===== src/drive_sup_pkg.sv =====
package drive_sup_pkg;

	// ----------------------------------------------------------------
	// status output selection codes
	// ----------------------------------------------------------------
	localparam logic [4:0] SEL_STALL = 5'h07;
	localparam logic [4:0] SEL_OVERVOLT = 5'h08;
	localparam logic [4:0] SEL_UNDERVOLT = 5'h09;
	localparam logic [4:0] SEL_OVERTEMP = 5'h0A;
	localparam logic [4:0] SEL_REF_LOST = 5'h0B;
	localparam logic [4:0] SEL_RUNNING = 5'h0C;
	localparam logic [4:0] SEL_STOPPED = 5'h0D;
	localparam logic [4:0] SEL_STEADY = 5'h0E;
	localparam logic [4:0] SEL_SPEED_SEARCH = 5'h11;
	localparam logic [4:0] SEL_READY = 5'h14;

	// ----------------------------------------------------------------
	// fault relay mask bits and reference-loss actions
	// ----------------------------------------------------------------
	localparam int MASK_UNDERVOLT_BIT = 0;
	localparam int MASK_TRIP_BIT = 1;
	localparam int MASK_RETRY_BIT = 2;
	localparam logic [2:0] MASK_RESET = 3'h2;
	localparam logic [1:0] ACT_NONE = 2'h0;
	localparam logic [1:0] ACT_COAST = 2'h1;
	localparam logic [1:0] ACT_DECEL = 2'h2;

	// ----------------------------------------------------------------
	// serial link codes and framing
	// ----------------------------------------------------------------
	localparam logic [2:0] PROT_ASCII = 3'h0;
	localparam logic [2:0] PROT_RTU = 3'h7;
	localparam logic [3:0] FRAME_DATA_BITS = 4'h8;
	localparam logic [1:0] STOP_BITS_ASCII = 2'h1;
	localparam logic [1:0] STOP_BITS_RTU = 2'h2;
	localparam logic [2:0] BAUD_1200 = 3'h0;
	localparam logic [2:0] BAUD_2400 = 3'h1;
	localparam logic [2:0] BAUD_4800 = 3'h2;
	localparam logic [2:0] BAUD_9600 = 3'h3;
	localparam logic [2:0] BAUD_19200 = 3'h4;
	localparam logic [4:0] STATION_MIN = 5'h01;
	localparam logic [4:0] STATION_MAX = 5'h1F;
	localparam logic [4:0] STATION_RESET = 5'h01;
	localparam logic [2:0] RUN_SRC_SERIAL = 3'h3;
	localparam logic [2:0] FREQ_SRC_SERIAL = 3'h5;
	localparam logic [2:0] FREQ_SRC_KEYPAD1 = 3'h0;
	localparam logic [2:0] FREQ_SRC_KEYPAD2 = 3'h1;

	// ----------------------------------------------------------------
	// timing
	// ----------------------------------------------------------------
	localparam int CLOCK_HZ = 200_000_000;
	localparam int LOSS_UNIT_MS = 100;
	localparam int LOSS_TICK_CYCLES = CLOCK_HZ / 1000 * LOSS_UNIT_MS;
	localparam logic [7:0] LOSS_WAIT_RESET = 8'h0A;
	localparam logic [3:0] RETRY_RESET = 4'h0;
	localparam int BAUD_DIV_W = 18;

	// ----------------------------------------------------------------
	// carriers
	// ----------------------------------------------------------------
	typedef struct packed {
		logic [4:0] status_sel;
		logic [2:0] fault_relay_enable_mask;
		logic [1:0] loss_action;
		logic [7:0] loss_wait_tenths;
		logic [2:0] protocol;
		logic [2:0] baud_sel;
		logic [4:0] station;
		logic [3:0] retry_count_setting;
	} cfg_t;

	typedef struct packed {
		logic stall;
		logic running;
		logic accel;
		logic decel;
		logic speed_search;
		logic ready;
	} drive_cond_t;

	typedef struct packed {
		logic trip_undervolt;
		logic trip_output_disable;
		logic trip_other;
	} fault_t;

	typedef struct packed {
		logic [3:0] data_bits;
		logic [1:0] stop_bits;
		logic [BAUD_DIV_W-1:0] baud_div;
		logic [4:0] station;
		logic station_valid;
		logic serial_control;
	} link_cfg_t;

	// clock cycles per bit for a baud code
	function automatic logic [BAUD_DIV_W-1:0] baud_divisor(input logic [2:0] code);
		unique case (code)
			BAUD_1200: return BAUD_DIV_W'(CLOCK_HZ / 1200);
			BAUD_2400: return BAUD_DIV_W'(CLOCK_HZ / 2400);
			BAUD_4800: return BAUD_DIV_W'(CLOCK_HZ / 4800);
			BAUD_19200: return BAUD_DIV_W'(CLOCK_HZ / 19200);
			default: return BAUD_DIV_W'(CLOCK_HZ / 9600);
		endcase
	endfunction

endpackage


===== src/ref_loss_monitor.sv =====
`timescale 1ns/1ps
module ref_loss_monitor #(
	parameter int TICK_CYCLES = drive_sup_pkg::LOSS_TICK_CYCLES
) (
	input wire logic clock,
	input wire logic srst,
	input wire logic keypad_mode,
	input wire logic comm_fail,
	input wire logic analog_fail,
	input wire logic [7:0] wait_tenths,
	output logic lost
);
	localparam int TW = $clog2(TICK_CYCLES + 1);

	if (TICK_CYCLES < 1) begin : g_chk
		$error("tick period must be at least one cycle");
	end

	typedef enum logic [1:0] {
		MON_CLEAR = 2'b00,
		MON_TIMING = 2'b01,
		MON_LOST = 2'b11
	} mon_state_t;

	mon_state_t state_ff, nxt_state;
	logic [TW-1:0] tick_ff, nxt_tick;
	logic [7:0] tenths_ff, nxt_tenths;
	logic loss_cond;

	// ----------------------------------------------------------------
	// loss timer: condition must hold without a break for the wait
	// ----------------------------------------------------------------
	always_comb begin
		loss_cond = keypad_mode ? comm_fail : analog_fail;
		nxt_state = state_ff;
		nxt_tick = tick_ff;
		nxt_tenths = tenths_ff;
		unique case (state_ff)
			MON_CLEAR: begin
				if (loss_cond) begin
					nxt_state = MON_TIMING;
					nxt_tick = '0;
					nxt_tenths = '0;
				end
			end
			MON_TIMING: begin
				if (!loss_cond) begin
					nxt_state = MON_CLEAR; // any break restarts the wait
				end else if (tenths_ff >= wait_tenths) begin
					nxt_state = MON_LOST;
				end else if (tick_ff == TW'(TICK_CYCLES - 1)) begin
					nxt_tick = '0;
					nxt_tenths = tenths_ff + 8'h01;
				end else begin
					nxt_tick = tick_ff + TW'(1);
				end
			end
			MON_LOST: begin
				if (!loss_cond) begin
					nxt_state = MON_CLEAR;
				end
			end
			default: nxt_state = MON_CLEAR;
		endcase
	end

	// registers of the loss timer
	always_ff @(posedge clock) begin
		if (srst) begin
			state_ff <= MON_CLEAR;
			tick_ff <= '0;
			tenths_ff <= 8'h00;
		end else begin
			state_ff <= nxt_state;
			tick_ff <= nxt_tick;
			tenths_ff <= nxt_tenths;
		end
	end

	assign lost = (state_ff == MON_LOST);

endmodule


===== src/fault_relay_ctrl.sv =====
`timescale 1ns/1ps
module fault_relay_ctrl (
	input wire logic clock,
	input wire logic srst,
	input wire drive_sup_pkg::fault_t faults,
	input wire logic fault_reset,
	input wire logic retry_load,
	input wire logic [2:0] mask,
	input wire logic [3:0] retry_setting,
	output logic relay_active,
	output logic [3:0] retries_left
);
	logic uv_lat_ff, nxt_uv_lat;
	logic trip_lat_ff, nxt_trip_lat;
	logic retry_zero_ff, nxt_retry_zero;
	logic [3:0] retry_ff, nxt_retry;
	logic relay_ff, nxt_relay;
	logic any_trip;

	// ----------------------------------------------------------------
	// trip latches, retry counter and relay decision
	// ----------------------------------------------------------------
	always_comb begin
		any_trip = faults.trip_undervolt | faults.trip_output_disable | faults.trip_other;
		// a trip in the cycle of a reset stays latched
		nxt_uv_lat = faults.trip_undervolt | (uv_lat_ff & ~fault_reset);
		nxt_trip_lat = faults.trip_other | (trip_lat_ff & ~fault_reset);
		nxt_retry = retry_ff;
		if (retry_load) begin
			nxt_retry = retry_setting;
		end else if (any_trip && retry_ff != 4'h0) begin
			nxt_retry = retry_ff - 4'h1;
		end
		nxt_retry_zero = (any_trip && !retry_load && retry_ff == 4'h1)
			| (retry_zero_ff & ~fault_reset);
		if (nxt_uv_lat) begin
			nxt_relay = mask[drive_sup_pkg::MASK_UNDERVOLT_BIT];
		end else begin
			nxt_relay = (nxt_trip_lat & mask[drive_sup_pkg::MASK_TRIP_BIT])
				| (nxt_retry_zero & mask[drive_sup_pkg::MASK_RETRY_BIT]);
		end
	end

	// registers of the relay logic
	always_ff @(posedge clock) begin
		if (srst) begin
			uv_lat_ff <= 1'b0;
			trip_lat_ff <= 1'b0;
			retry_zero_ff <= 1'b0;
			retry_ff <= 4'h0;
			relay_ff <= 1'b0;
		end else begin
			uv_lat_ff <= nxt_uv_lat;
			trip_lat_ff <= nxt_trip_lat;
			retry_zero_ff <= nxt_retry_zero;
			retry_ff <= nxt_retry;
			relay_ff <= nxt_relay;
		end
	end

	assign relay_active = relay_ff;
	assign retries_left = retry_ff;

endmodule


===== src/drive_status_output_and_ref_loss.sv =====
`timescale 1ns/1ps
module drive_status_output_and_ref_loss #(
	parameter int VOLT_W = 12,
	parameter int TEMP_W = 10,
	parameter logic [VOLT_W-1:0] OVERVOLT_LEVEL = 12'hC00,
	parameter logic [VOLT_W-1:0] UNDERVOLT_LEVEL = 12'h400,
	parameter logic [TEMP_W-1:0] OVERTEMP_LEVEL = 10'h300,
	parameter int LOSS_TICK_CYCLES = drive_sup_pkg::LOSS_TICK_CYCLES
) (
	input wire logic clock,
	input wire logic srst,
	input wire logic cfg_wr,
	input wire drive_sup_pkg::cfg_t cfg_wdata,
	output drive_sup_pkg::cfg_t cfg_rdata,
	input wire drive_sup_pkg::drive_cond_t cond,
	input wire logic [VOLT_W-1:0] dc_link_voltage,
	input wire logic [TEMP_W-1:0] heatsink_temp,
	input wire drive_sup_pkg::fault_t faults,
	input wire logic fault_reset,
	input wire logic [2:0] run_command_source,
	input wire logic [2:0] frequency_reference_source,
	input wire logic comm_fail,
	input wire logic analog_fail,
	output logic status_open_collector_out,
	output logic relay_no_contact,
	output logic relay_nc_contact,
	output logic ref_lost,
	output logic hold_previous_freq,
	output logic coast_on_loss,
	output logic decel_stop_req,
	output logic [3:0] retries_left,
	output drive_sup_pkg::link_cfg_t link
);
	if (OVERVOLT_LEVEL <= UNDERVOLT_LEVEL) begin : g_chk_volt
		$error("overvoltage level must exceed undervoltage level");
	end
	if (VOLT_W < 2 || TEMP_W < 2) begin : g_chk_width
		$error("measurement widths too narrow");
	end

	// ----------------------------------------------------------------
	// configuration store
	// ----------------------------------------------------------------
	localparam drive_sup_pkg::cfg_t CFG_RESET = '{
		status_sel: drive_sup_pkg::SEL_RUNNING,
		fault_relay_enable_mask: drive_sup_pkg::MASK_RESET,
		loss_action: drive_sup_pkg::ACT_NONE,
		loss_wait_tenths: drive_sup_pkg::LOSS_WAIT_RESET,
		protocol: drive_sup_pkg::PROT_ASCII,
		baud_sel: drive_sup_pkg::BAUD_9600,
		station: drive_sup_pkg::STATION_RESET,
		retry_count_setting: drive_sup_pkg::RETRY_RESET
	};

	drive_sup_pkg::cfg_t cfg_ff, nxt_cfg;
	logic retry_load_ff, nxt_retry_load;

	// illegal protocol or baud codes leave the old setting in place
	always_comb begin
		nxt_cfg = cfg_ff;
		nxt_retry_load = cfg_wr;
		if (cfg_wr) begin
			nxt_cfg.status_sel = cfg_wdata.status_sel;
			nxt_cfg.fault_relay_enable_mask = cfg_wdata.fault_relay_enable_mask;
			nxt_cfg.loss_wait_tenths = cfg_wdata.loss_wait_tenths;
			nxt_cfg.station = cfg_wdata.station;
			nxt_cfg.retry_count_setting = cfg_wdata.retry_count_setting;
			if (cfg_wdata.loss_action <= drive_sup_pkg::ACT_DECEL) begin
				nxt_cfg.loss_action = cfg_wdata.loss_action;
			end
			if (cfg_wdata.protocol == drive_sup_pkg::PROT_ASCII
				|| cfg_wdata.protocol == drive_sup_pkg::PROT_RTU) begin
				nxt_cfg.protocol = cfg_wdata.protocol;
			end
			if (cfg_wdata.baud_sel <= drive_sup_pkg::BAUD_19200) begin
				nxt_cfg.baud_sel = cfg_wdata.baud_sel;
			end
		end
	end

	// configuration registers, factory defaults on reset
	always_ff @(posedge clock) begin
		if (srst) begin
			cfg_ff <= CFG_RESET;
			retry_load_ff <= 1'b1;
		end else begin
			cfg_ff <= nxt_cfg;
			retry_load_ff <= nxt_retry_load;
		end
	end

	assign cfg_rdata = cfg_ff;

	// ----------------------------------------------------------------
	// reference-loss monitor
	// ----------------------------------------------------------------
	logic keypad_mode;
	logic lost_now;

	assign keypad_mode = (frequency_reference_source == drive_sup_pkg::FREQ_SRC_KEYPAD1)
		|| (frequency_reference_source == drive_sup_pkg::FREQ_SRC_KEYPAD2);

	ref_loss_monitor #(
		.TICK_CYCLES(LOSS_TICK_CYCLES)
	) u_loss (
		.clock(clock),
		.srst(srst),
		.keypad_mode(keypad_mode),
		.comm_fail(comm_fail),
		.analog_fail(analog_fail),
		.wait_tenths(cfg_ff.loss_wait_tenths),
		.lost(lost_now)
	);

	// ----------------------------------------------------------------
	// loss reaction outputs
	// ----------------------------------------------------------------
	logic lost_ff, nxt_lost;
	logic hold_ff, nxt_hold;
	logic coast_ff, nxt_coast;
	logic decel_ff, nxt_decel;

	always_comb begin
		nxt_lost = lost_now;
		nxt_hold = lost_now && (cfg_ff.loss_action == drive_sup_pkg::ACT_NONE);
		nxt_coast = lost_now && (cfg_ff.loss_action == drive_sup_pkg::ACT_COAST);
		nxt_decel = lost_now && (cfg_ff.loss_action == drive_sup_pkg::ACT_DECEL);
	end

	// reaction registers
	always_ff @(posedge clock) begin
		if (srst) begin
			lost_ff <= 1'b0;
			hold_ff <= 1'b0;
			coast_ff <= 1'b0;
			decel_ff <= 1'b0;
		end else begin
			lost_ff <= nxt_lost;
			hold_ff <= nxt_hold;
			coast_ff <= nxt_coast;
			decel_ff <= nxt_decel;
		end
	end

	assign ref_lost = lost_ff;
	assign hold_previous_freq = hold_ff;
	assign coast_on_loss = coast_ff;
	assign decel_stop_req = decel_ff;

	// ----------------------------------------------------------------
	// status open-collector output
	// ----------------------------------------------------------------
	logic over_volt;
	logic under_volt;
	logic over_temp;
	logic steady;
	logic sel_cond;
	logic status_ff, nxt_status;

	// selected condition; unknown codes keep the output open
	function automatic logic status_condition(input logic [4:0] sel,
		input drive_sup_pkg::drive_cond_t c, input logic ov, input logic uv,
		input logic oh, input logic lost, input logic stdy);
		unique case (sel)
			drive_sup_pkg::SEL_STALL: return c.stall;
			drive_sup_pkg::SEL_OVERVOLT: return ov;
			drive_sup_pkg::SEL_UNDERVOLT: return uv;
			drive_sup_pkg::SEL_OVERTEMP: return oh;
			drive_sup_pkg::SEL_REF_LOST: return lost;
			drive_sup_pkg::SEL_RUNNING: return c.running;
			drive_sup_pkg::SEL_STOPPED: return !c.running;
			drive_sup_pkg::SEL_STEADY: return stdy;
			drive_sup_pkg::SEL_SPEED_SEARCH: return c.speed_search;
			drive_sup_pkg::SEL_READY: return c.ready;
			default: return 1'b0;
		endcase
	endfunction

	always_comb begin
		over_volt = dc_link_voltage > OVERVOLT_LEVEL;
		under_volt = dc_link_voltage < UNDERVOLT_LEVEL;
		over_temp = heatsink_temp > OVERTEMP_LEVEL;
		steady = cond.running && !cond.accel && !cond.decel;
		sel_cond = status_condition(cfg_ff.status_sel, cond, over_volt, under_volt,
			over_temp, lost_ff, steady);
		nxt_status = sel_cond;
	end

	// output switch register, follows the condition every cycle
	always_ff @(posedge clock) begin
		if (srst) begin
			status_ff <= 1'b0;
		end else begin
			status_ff <= nxt_status;
		end
	end

	assign status_open_collector_out = status_ff;

	// ----------------------------------------------------------------
	// fault relay; the common contact is shared by both pairs
	// ----------------------------------------------------------------
	logic relay_active;

	fault_relay_ctrl u_relay (
		.clock(clock),
		.srst(srst),
		.faults(faults),
		.fault_reset(fault_reset),
		.retry_load(retry_load_ff),
		.mask(cfg_ff.fault_relay_enable_mask),
		.retry_setting(cfg_ff.retry_count_setting),
		.relay_active(relay_active),
		.retries_left(retries_left)
	);

	assign relay_no_contact = relay_active;
	assign relay_nc_contact = !relay_active;

	// ----------------------------------------------------------------
	// serial link settings
	// ----------------------------------------------------------------
	drive_sup_pkg::link_cfg_t link_ff, nxt_link;

	always_comb begin
		nxt_link.data_bits = drive_sup_pkg::FRAME_DATA_BITS;
		nxt_link.stop_bits = (cfg_ff.protocol == drive_sup_pkg::PROT_RTU)
			? drive_sup_pkg::STOP_BITS_RTU : drive_sup_pkg::STOP_BITS_ASCII;
		nxt_link.baud_div = drive_sup_pkg::baud_divisor(cfg_ff.baud_sel);
		nxt_link.station = cfg_ff.station;
		nxt_link.station_valid = cfg_ff.station >= drive_sup_pkg::STATION_MIN
			&& cfg_ff.station <= drive_sup_pkg::STATION_MAX;
		nxt_link.serial_control = run_command_source == drive_sup_pkg::RUN_SRC_SERIAL
			&& frequency_reference_source == drive_sup_pkg::FREQ_SRC_SERIAL;
	end

	// link setting registers
	always_ff @(posedge clock) begin
		if (srst) begin
			link_ff <= '0;
		end else begin
			link_ff <= nxt_link;
		end
	end

	assign link = link_ff;
endmodule


===== config.mk =====
export PLATFORM = sky130hd
export DESIGN_NAME = drive_status_output_and_ref_loss
export DESIGN_NICKNAME = d
export VERILOG_FILES = /design/src/drive_sup_pkg.sv /design/src/ref_loss_monitor.sv /design/src/fault_relay_ctrl.sv /design/src/drive_status_output_and_ref_loss.sv
export SDC_FILE = /design/constraint.sdc
export NUM_CORES = 1
export LEC_CHECK = 0
export BUFFER_PORTS_ARGS = -buffer_cell sky130_fd_sc_hd__buf_2
export CAP_MARGIN = 20
export CELL_PAD_IN_SITES_DETAIL_PLACEMENT = 0
export CELL_PAD_IN_SITES_GLOBAL_PLACEMENT = 1
export CORE_ASPECT_RATIO = 1.2
export CORE_UTILIZATION = 38
export CTS_CLUSTER_DIAMETER = 30
export DETAILED_ROUTE_END_ITERATION = 10
export GPL_ROUTABILITY_DRIVEN = 0
export GPL_TIMING_DRIVEN = 1
export MAX_ROUTING_LAYER = met4
export PLACE_DENSITY = 0.85
export SYNTH_ARGS = -nofsm -noshare
export SYNTH_HDL_FRONTEND = slang
export SYNTH_SLANG_ARGS = --single-unit

===== constraint.sdc =====
create_clock -name clock -period 2.64 [get_ports clock]
set_input_delay 0.264 -clock clock [delete_from_list [all_inputs] [get_ports clock]]
set_output_delay 0.264 -clock clock [all_outputs]
set_load 0.01 [all_outputs]

==> key figures, run 1 <==
Status
  – Status: finished, final reports clean

CTS
  – Clk Latency, worst-skew pair: between 0.3 and 0.4 ns
  – CTS hold repair buffers: 0
  – Clock root cell: clkbuf_16
  – CTS tree: yes
  – H-tree levels: 3
  – Post-CTS sizing: 0
  – Num CTS Buffers: 9
  – Setup Buffers After CTS: 0
  – Clk buf depth: 2
  – Worst-path clk slew: ~0.080 ns
  – Clock Sinks: 104

Critical path
  – Flop2flop setup slack: around 0.30 ns
  – CP Capture Point: u_loss.tenths_ff[3]
  – CP max FO: 6
  – CP Data Arrival Time: around 2.6 ns
  – Worst Path Required: 2.90 ns
  – CP startpoint: cfg_rdata[17]
  – Reg2Reg Launch Point: cfg_rdata[17]
  – Worst setup EP type: flop
  – R2r worst-path depth: 7
  – Reg-to-reg endpoint: u_loss.tenths_ff[3]
  – Setup crit start kind: flop
  – Critical path class: flop to flop

GRT
  – Initial antenna violation count: 0
  – Vias in the first global route: roughly 4400
  – Gr usage total: 0.204
  – Largest net degree at the start of global routing: 47
  – Grt total ovfl: 0
  – First-pass GRT wire length: between 20000 and 25000 um

Route
  – Drt drc: 0
  – DRT iter0 DRCs: approximately 440
  – Average wire per standard cell: about 15 um
  – TritonRoute pass-1 iters: 5
  – Routed WL: roughly 13000 um
  – Vias: roughly 4700
  – DR vias/cell: roughly 5.4
  – Number of nets with antenna violations after routing: 0

Floorplan
  – Die area: around 13000 um2
  – Die X: 106 um
  – Initial Util: 0.389
  – # IOs: roughly 150
  – Die Height: approximately 130 um
  – Core Rows: between 40 and 50
  – Core area: ~13000 um2

Logic synthesis
  – Synthesized flop and latch total: 104
  – Register area share after synthesis: 0.422
  – Adder-Cell Fraction of Synth Area: 0.0305
  – Netlist Area Pre-Place: 4930 um2
  – Largest family of logic cells by synthesized area: simple AND/OR/NAND/NOR gates
  – Xor/xnor cell area share of the yosys netlist: 0.00711
  – Ys flop type: dfxtp_1
  – Simple-Gate Fraction of Synth Area: 0.252
  – Cells after synthesis: 570
  – Cell variety after synth: 65
  – Synth Warn #: 0
  – Post-synth EDFFs: 0
  – Syn_area_per_cell: just under 9 um2
  – Synth Area in Compound Gates: 0.170
  – Mux cell area share after synthesis: 0.0548
  – Asr flop ratio synth: 0

Timing
  – Tmin final: 2.34 ns
  – Setup tns final: 0 ns
  – Worst-margin pin slew: 0.829 ns
  – Final setup vio count: 0
  – Hold slack final: ~0.07 ns
  – Worst slew margin: 0.444
  – Fmax: around 430 MHz
  – RSZ-0062 raised after global routing: no
  – Period Utilization, post-route: 0.886
  – Hold Fails Final Rpt: 0
  – Slew Limit Fails: 0
  – Clk_skew: between 0.008 and 0.009 ns

Final layout
  – Layout cells sized above 1: 0.271
  – Most frequent cells in the layout: buf_2, dfxtp_1, nand2_1
  – Area grow syn2layout: 23.0%
  – Commonest non-fill, non-tap cell in the layout: buf_2
  – Antenna diodes: 0
  – # nets final: 788

Power and ir drop
  – Power density over the cells: roughly 570 nW/um2
  – Total power draw: roughly 3.5 mW
  – Peak VDD IR: slightly above 0.4 mV
  – LEAKAGE: 2.55 nW

Place
  – DP HPWL: 9970 um
  – I/O Buffers: 147

Run
  – MaxCap Viol Count: 0

Min path
  – HP Class: input port to flop
[metrics by stage]
step | util | worst slack, ns | cells | instance area (um2)
detailed placement | 0.454 | 0.265 | 852 | 5750
CTS | 0.478 | 0.272 | 868 | 6060
global placement | 0.454 | 0.386 | 852 | 5750
floorplan | - | 0.464 | 572 | 4940
global route | 0.479 | 0.0253 | 869 | 6060
finish | 0.479 | 0.301 | 869 | 6060
[how the worst min path moves through the flow]
stage / cells past startpoint / endpoint / from
after CTS: 2 / link[0] / run_command_source[2]
after global placement: 2 / link[0] / run_command_source[2]
after detailed placement: 2 / link[0] / run_command_source[2]
after floorplan: 1 / link[0] / run_command_source[2]
final: 2 / link[0] / run_command_source[2]
after global routing: 2 / link[0] / run_command_source[2]
[metal layers]
metal  GRT usage  share of wire  vias to the layer above
met4      0.0605          0.017                        0
met5           -              0                        -
met1       0.240           0.43                     2181
met3      0.0416          0.061                       22
li1            -              -                     2335
met2       0.349           0.50                      180
[sequential cells by signal, summed over array words and instances (netlist names)]
signal / flops
u_loss.state_ff: 2
u_relay.relay_active: 1
u_loss.tick_ff: 25
ref_lost: 1
status_open_collector_out: 1
decel_stop_req: 1
u_loss.tenths_ff: 8
link: 22
coast_on_loss: 1
cfg_rdata: 33
u_relay.retries_left: 4
u_relay.trip_lat_ff: 1
u_relay.uv_lat_ff: 1
u_relay.retry_zero_ff: 1
retry_load_ff: 1
hold_previous_freq: 1
[cell usage after synthesis (8+ instances only)]
cell,count,area share
dfxtp_1,104,0.42
nand2_1,56,0.043
nor2_1,54,0.041
a21oi_1,27,0.027
mux2i_1,27,0.055
inv_1,25,0.019
o21ai_0,24,0.024
clkbuf_1,20,0.015
nand3_1,18,0.018
nor3_1,16,0.016
buf_4,14,0.021
nand4_1,13,0.016
ha_1,12,0.030
nor2b_1,12,0.015
o31ai_1,12,0.018
or4_1,8,0.012
[worst max-delay path, cell delays in order (launching register included)]
cell	delay (ns)
dfxtp_1	0.34
inv_1	0.05
ha_1	0.30
a211oi_1	0.31
o21ai_0	0.18
a211oi_1	0.42
nand4_1	0.33
o31ai_1	0.31
[cell type report]
class / instances / area [um2]
clock buffers: 9 / 225
clock inverters: 7 / 85.1
fillers: 1228 / 6610
inverters: 25 / 93.8
multi-input cells: 401 / 2550
flip-flops and latches: 104 / 2080
well taps: 164 / 205
repair buffers: 159 / 823
[power by group]
group	total, mW	switching, mW	internal [mW]
clock network	1.40	0.637	0.758
registers	1.68	0.0532	1.63
logic	0.396	0.226	0.170
total	3.47	0.916	2.55
[logic make-up (layout without fill, tap and decap cells)]
family / Yosys count / in the layout
other cells: 1 / 3
simple gates: 231 / 231
flops: 104 / 104
mux: 27 / 27
buf+inv: 67 / 200
xor+xnor: 4 / 4
fa+ha+maj: 12 / 12
compound gates: 124 / 124
Note: power is estimated with default switching activity, not from simulation.
==> run 2: changes to the inputs <==
CORE_UTILIZATION = 40   (was 38)
PLACE_DENSITY = 0.88   (was 0.85)
clock period = 2.8 ns   (was 2.64 ns; I/O delays follow)
==> key figures, run 2 (synthesis results as in run 1) <==
Final layout
  – Commonest non-fill, non-tap cell in the layout: buf_2 (unchanged)
  – Most frequent cells in the layout: buf_2, dfxtp_1, nand2_1 (unchanged)
  – Non-filler instance count after layout: 865 (was 869)
  – Fill cells: 1134 (was 1228)
  – Layout cells sized above 1: 0.270 (was 0.271)
  – # nets final: 787 (was 788)
  – Max reg flops: 33 (unchanged)
  – Cell area after layout: 6020 um2 (was 6060 um2)
  – Area grow syn2layout: 22.2% (was 23.0%)
  – Layout Utilization: 0.500 (was 0.479)
  – Antenna diodes: 0 (unchanged)

Timing
  – Tmin final: 2.42 ns (was 2.34 ns)
  – Worst slew margin: 0.484 (was 0.444)
  – Slew Limit Fails: 0 (unchanged)
  – Setup tns final: 0 ns (unchanged)
  – Fmax: 413 MHz (was 427 MHz)
  – RSZ-0062 raised after global routing: no (unchanged)
  – Final setup vio count: 0 (unchanged)
  – Worst-margin pin slew: 0.767 ns (was 0.829 ns)
  – Period Utilization, post-route: 0.865 (was 0.886)
  – Clk_skew: 0.00702 ns (was 0.00819 ns)
  – Hold Fails Final Rpt: 0 (unchanged)

CTS
  – CTS hold repair buffers: 0 (unchanged)
  – Num CTS Buffers: 9 (unchanged)
  – Clock root cell: clkbuf_16 (unchanged)
  – Setup Buffers After CTS: 0 (unchanged)
  – CTS tree: yes (unchanged)
  – Clk buf depth: 2 (unchanged)
  – Clock Sinks: 104 (unchanged)
  – Worst-path clk slew: 0.07 ns (was 0.08 ns)
  – Clk Latency, worst-skew pair: 0.35 ns (about the same)
  – H-tree levels: 3 (unchanged)
  – Post-CTS sizing: 0 (unchanged)

Critical path
  – R2r worst-path depth: 7 (unchanged)
  – Reg-to-reg endpoint: u_loss.tick_ff[23] (was u_loss.tenths_ff[3])
  – Flop2flop setup slack: 0.38 ns (was 0.30 ns)
  – Reg2Reg Launch Point: u_loss.tick_ff[0] (was cfg_rdata[17])
  – CP max FO: 13 (was 6)
  – Critical path class: flop to flop (unchanged)
  – Setup crit start kind: flop (unchanged)
  – Worst setup EP type: flop (unchanged)
  – CP Data Arrival Time: 2.65 ns (was 2.59 ns)
  – Worst Path Required: 3.03 ns (was 2.90 ns)

Power and ir drop
  – Sequential group share of total power: 0.498 (was 0.484)
  – Peak VDD IR: 0.271 mV (was 0.415 mV)
  – LEAKAGE: 2.53 nW (was 2.55 nW)
  – Power density over the cells: 527 nW/um2 (was 572 nW/um2)
  – Clk pwr share: 0.383 (was 0.402)
  – NetSw: 0.860 mW (was 0.916 mW)
  – Internal: 2.31 mW (was 2.55 mW)
  – Sw Share: 0.271 (was 0.264)
  – Total power draw: 3.17 mW (was 3.47 mW)
  – Comb power frac: 0.119 (was 0.114)

Floorplan
  – Die Height: 124 um (was 127 um)
  – Core area: 12100 um2 (was 12700 um2)
  – Die area: 12800 um2 (was 13400 um2)
  – Die X: 103 um (was 106 um)
  – Initial Util: 0.409 (was 0.389)
  – # IOs: 151 (unchanged)
  – Core Rows: 44 (was 45)

GRT
  – Vias in the first global route: 4381 (was 4387)
  – Initial antenna violation count: 0 (unchanged)
  – Grt total ovfl: 0 (unchanged)
  – First-pass GRT wire length: 21000 um (was 21500 um)
  – Largest net degree at the start of global routing: 39 (was 47)
  – Gr usage total: 0.218 (was 0.204)

Place
  – Placed Area: 5730 um2 (was 5750 um2)
  – I/O Buffers: 147 (unchanged)
  – DP HPWL: 10100 um (was 9970 um)
  – Placed instance count: 848 (was 852)

Route
  – TritonRoute pass-1 iters: 5 (unchanged)
  – Routed WL: 13500 um (was 13300 um)
  – DRT iter0 DRCs: 360 (was 441)
  – Vias: 4782 (was 4718)
  – Drt drc: 0 (unchanged)
  – Number of nets with antenna violations after routing: 0 (unchanged)
  – DR vias/cell: 5.53 (was 5.43)
  – Average wire per standard cell: 15.7 um (was 15.3 um)

Min path
  – Hold EP: link[0] (unchanged)
  – Hold_sp: run_command_source[2] (unchanged)
  – HP Class: input port to flop (unchanged)
  – WHS Path Cells: 2 (unchanged)

Status
  – Status: finished, final reports clean (unchanged)

Run
  – MaxCap Viol Count: 0 (unchanged)
-- run 2: changes by cell type in the layout (fill, tap and decap cells not counted), sizes merged --
cell,previous run,this run
clkinv,1,3
inv,30,28
buf,159,158
bufinv,1,0
clkinvlp,0,1
-- run 2: layout make-up --
type	instances	area, um2	area share
multi-input cells	401	2550	0.423
flip-flops and latches	104	2080	0.346
repair buffers	158	813	0.135
clock buffers	9	225	0.0374
well taps	161	201	0.0334
inverters	25	93.8	0.0156
clock inverters	7	61.3	0.0102
-- run 2: worst max path at each step --
stage                               end                start  depth (start not counted)  slack (ns)
floorplan            u_loss.tick_ff[13]        cfg_rdata[22]                          8        0.62
finish               u_loss.tick_ff[23]    u_loss.tick_ff[0]                          7        0.38
global route         u_loss.tick_ff[23]    u_loss.tick_ff[0]                          7        0.18
global placement     u_loss.tick_ff[22]        cfg_rdata[17]                          8        0.48
CTS                 u_loss.tenths_ff[6]        cfg_rdata[17]                          7        0.38
detailed placement  u_loss.tenths_ff[6]  u_loss.tenths_ff[0]                          7        0.42
-- run 2: power by group through the flow --
| stage | registers (mW) | clock network [mW] | logic (mW) |
|---|---|---|---|
| after detailed placement | 1.62 | 0 | 0.375 |
| after global routing | 1.59 | 1.31 | 0.422 |
| after floorplan | 1.62 | 0 | 0.213 |
| after CTS | 1.58 | 1.24 | 0.377 |
| after global placement | 1.61 | 0 | 0.366 |
| final | 1.58 | 1.22 | 0.378 |
-- run 2: per-layer routing --
| layer | vias to the layer above | track usage | part of all wire |
|---|---|---|---|
| met5 | - | - | 0 |
| met2 | 199 | 0.358 | 0.49 |
| li1 | 2322 | - | - |
| met3 | 18 | 0.0488 | 0.074 |
| met4 | 0 | 0.0845 | 0.012 |
| met1 | 2243 | 0.260 | 0.42 |
-- run 2: worst max-delay path, cell delays in order (launching register included) --
cell     delay, ns
dfxtp_1       0.39
ha_1          0.25
nand3_4       0.13
nor4_2        0.50
a21oi_1       0.34
buf_4         0.29
nand2_1       0.26
o21ai_0       0.13
-- run 2: through the flow --
step / hold WS (ns) / setup slack [ns]
global route: 0.150 / 0.185
CTS: 0.140 / 0.384
global placement: 0.465 / 0.481
finish: 0.159 / 0.379
floorplan: 0.356 / 0.624
detailed placement: 0.471 / 0.424
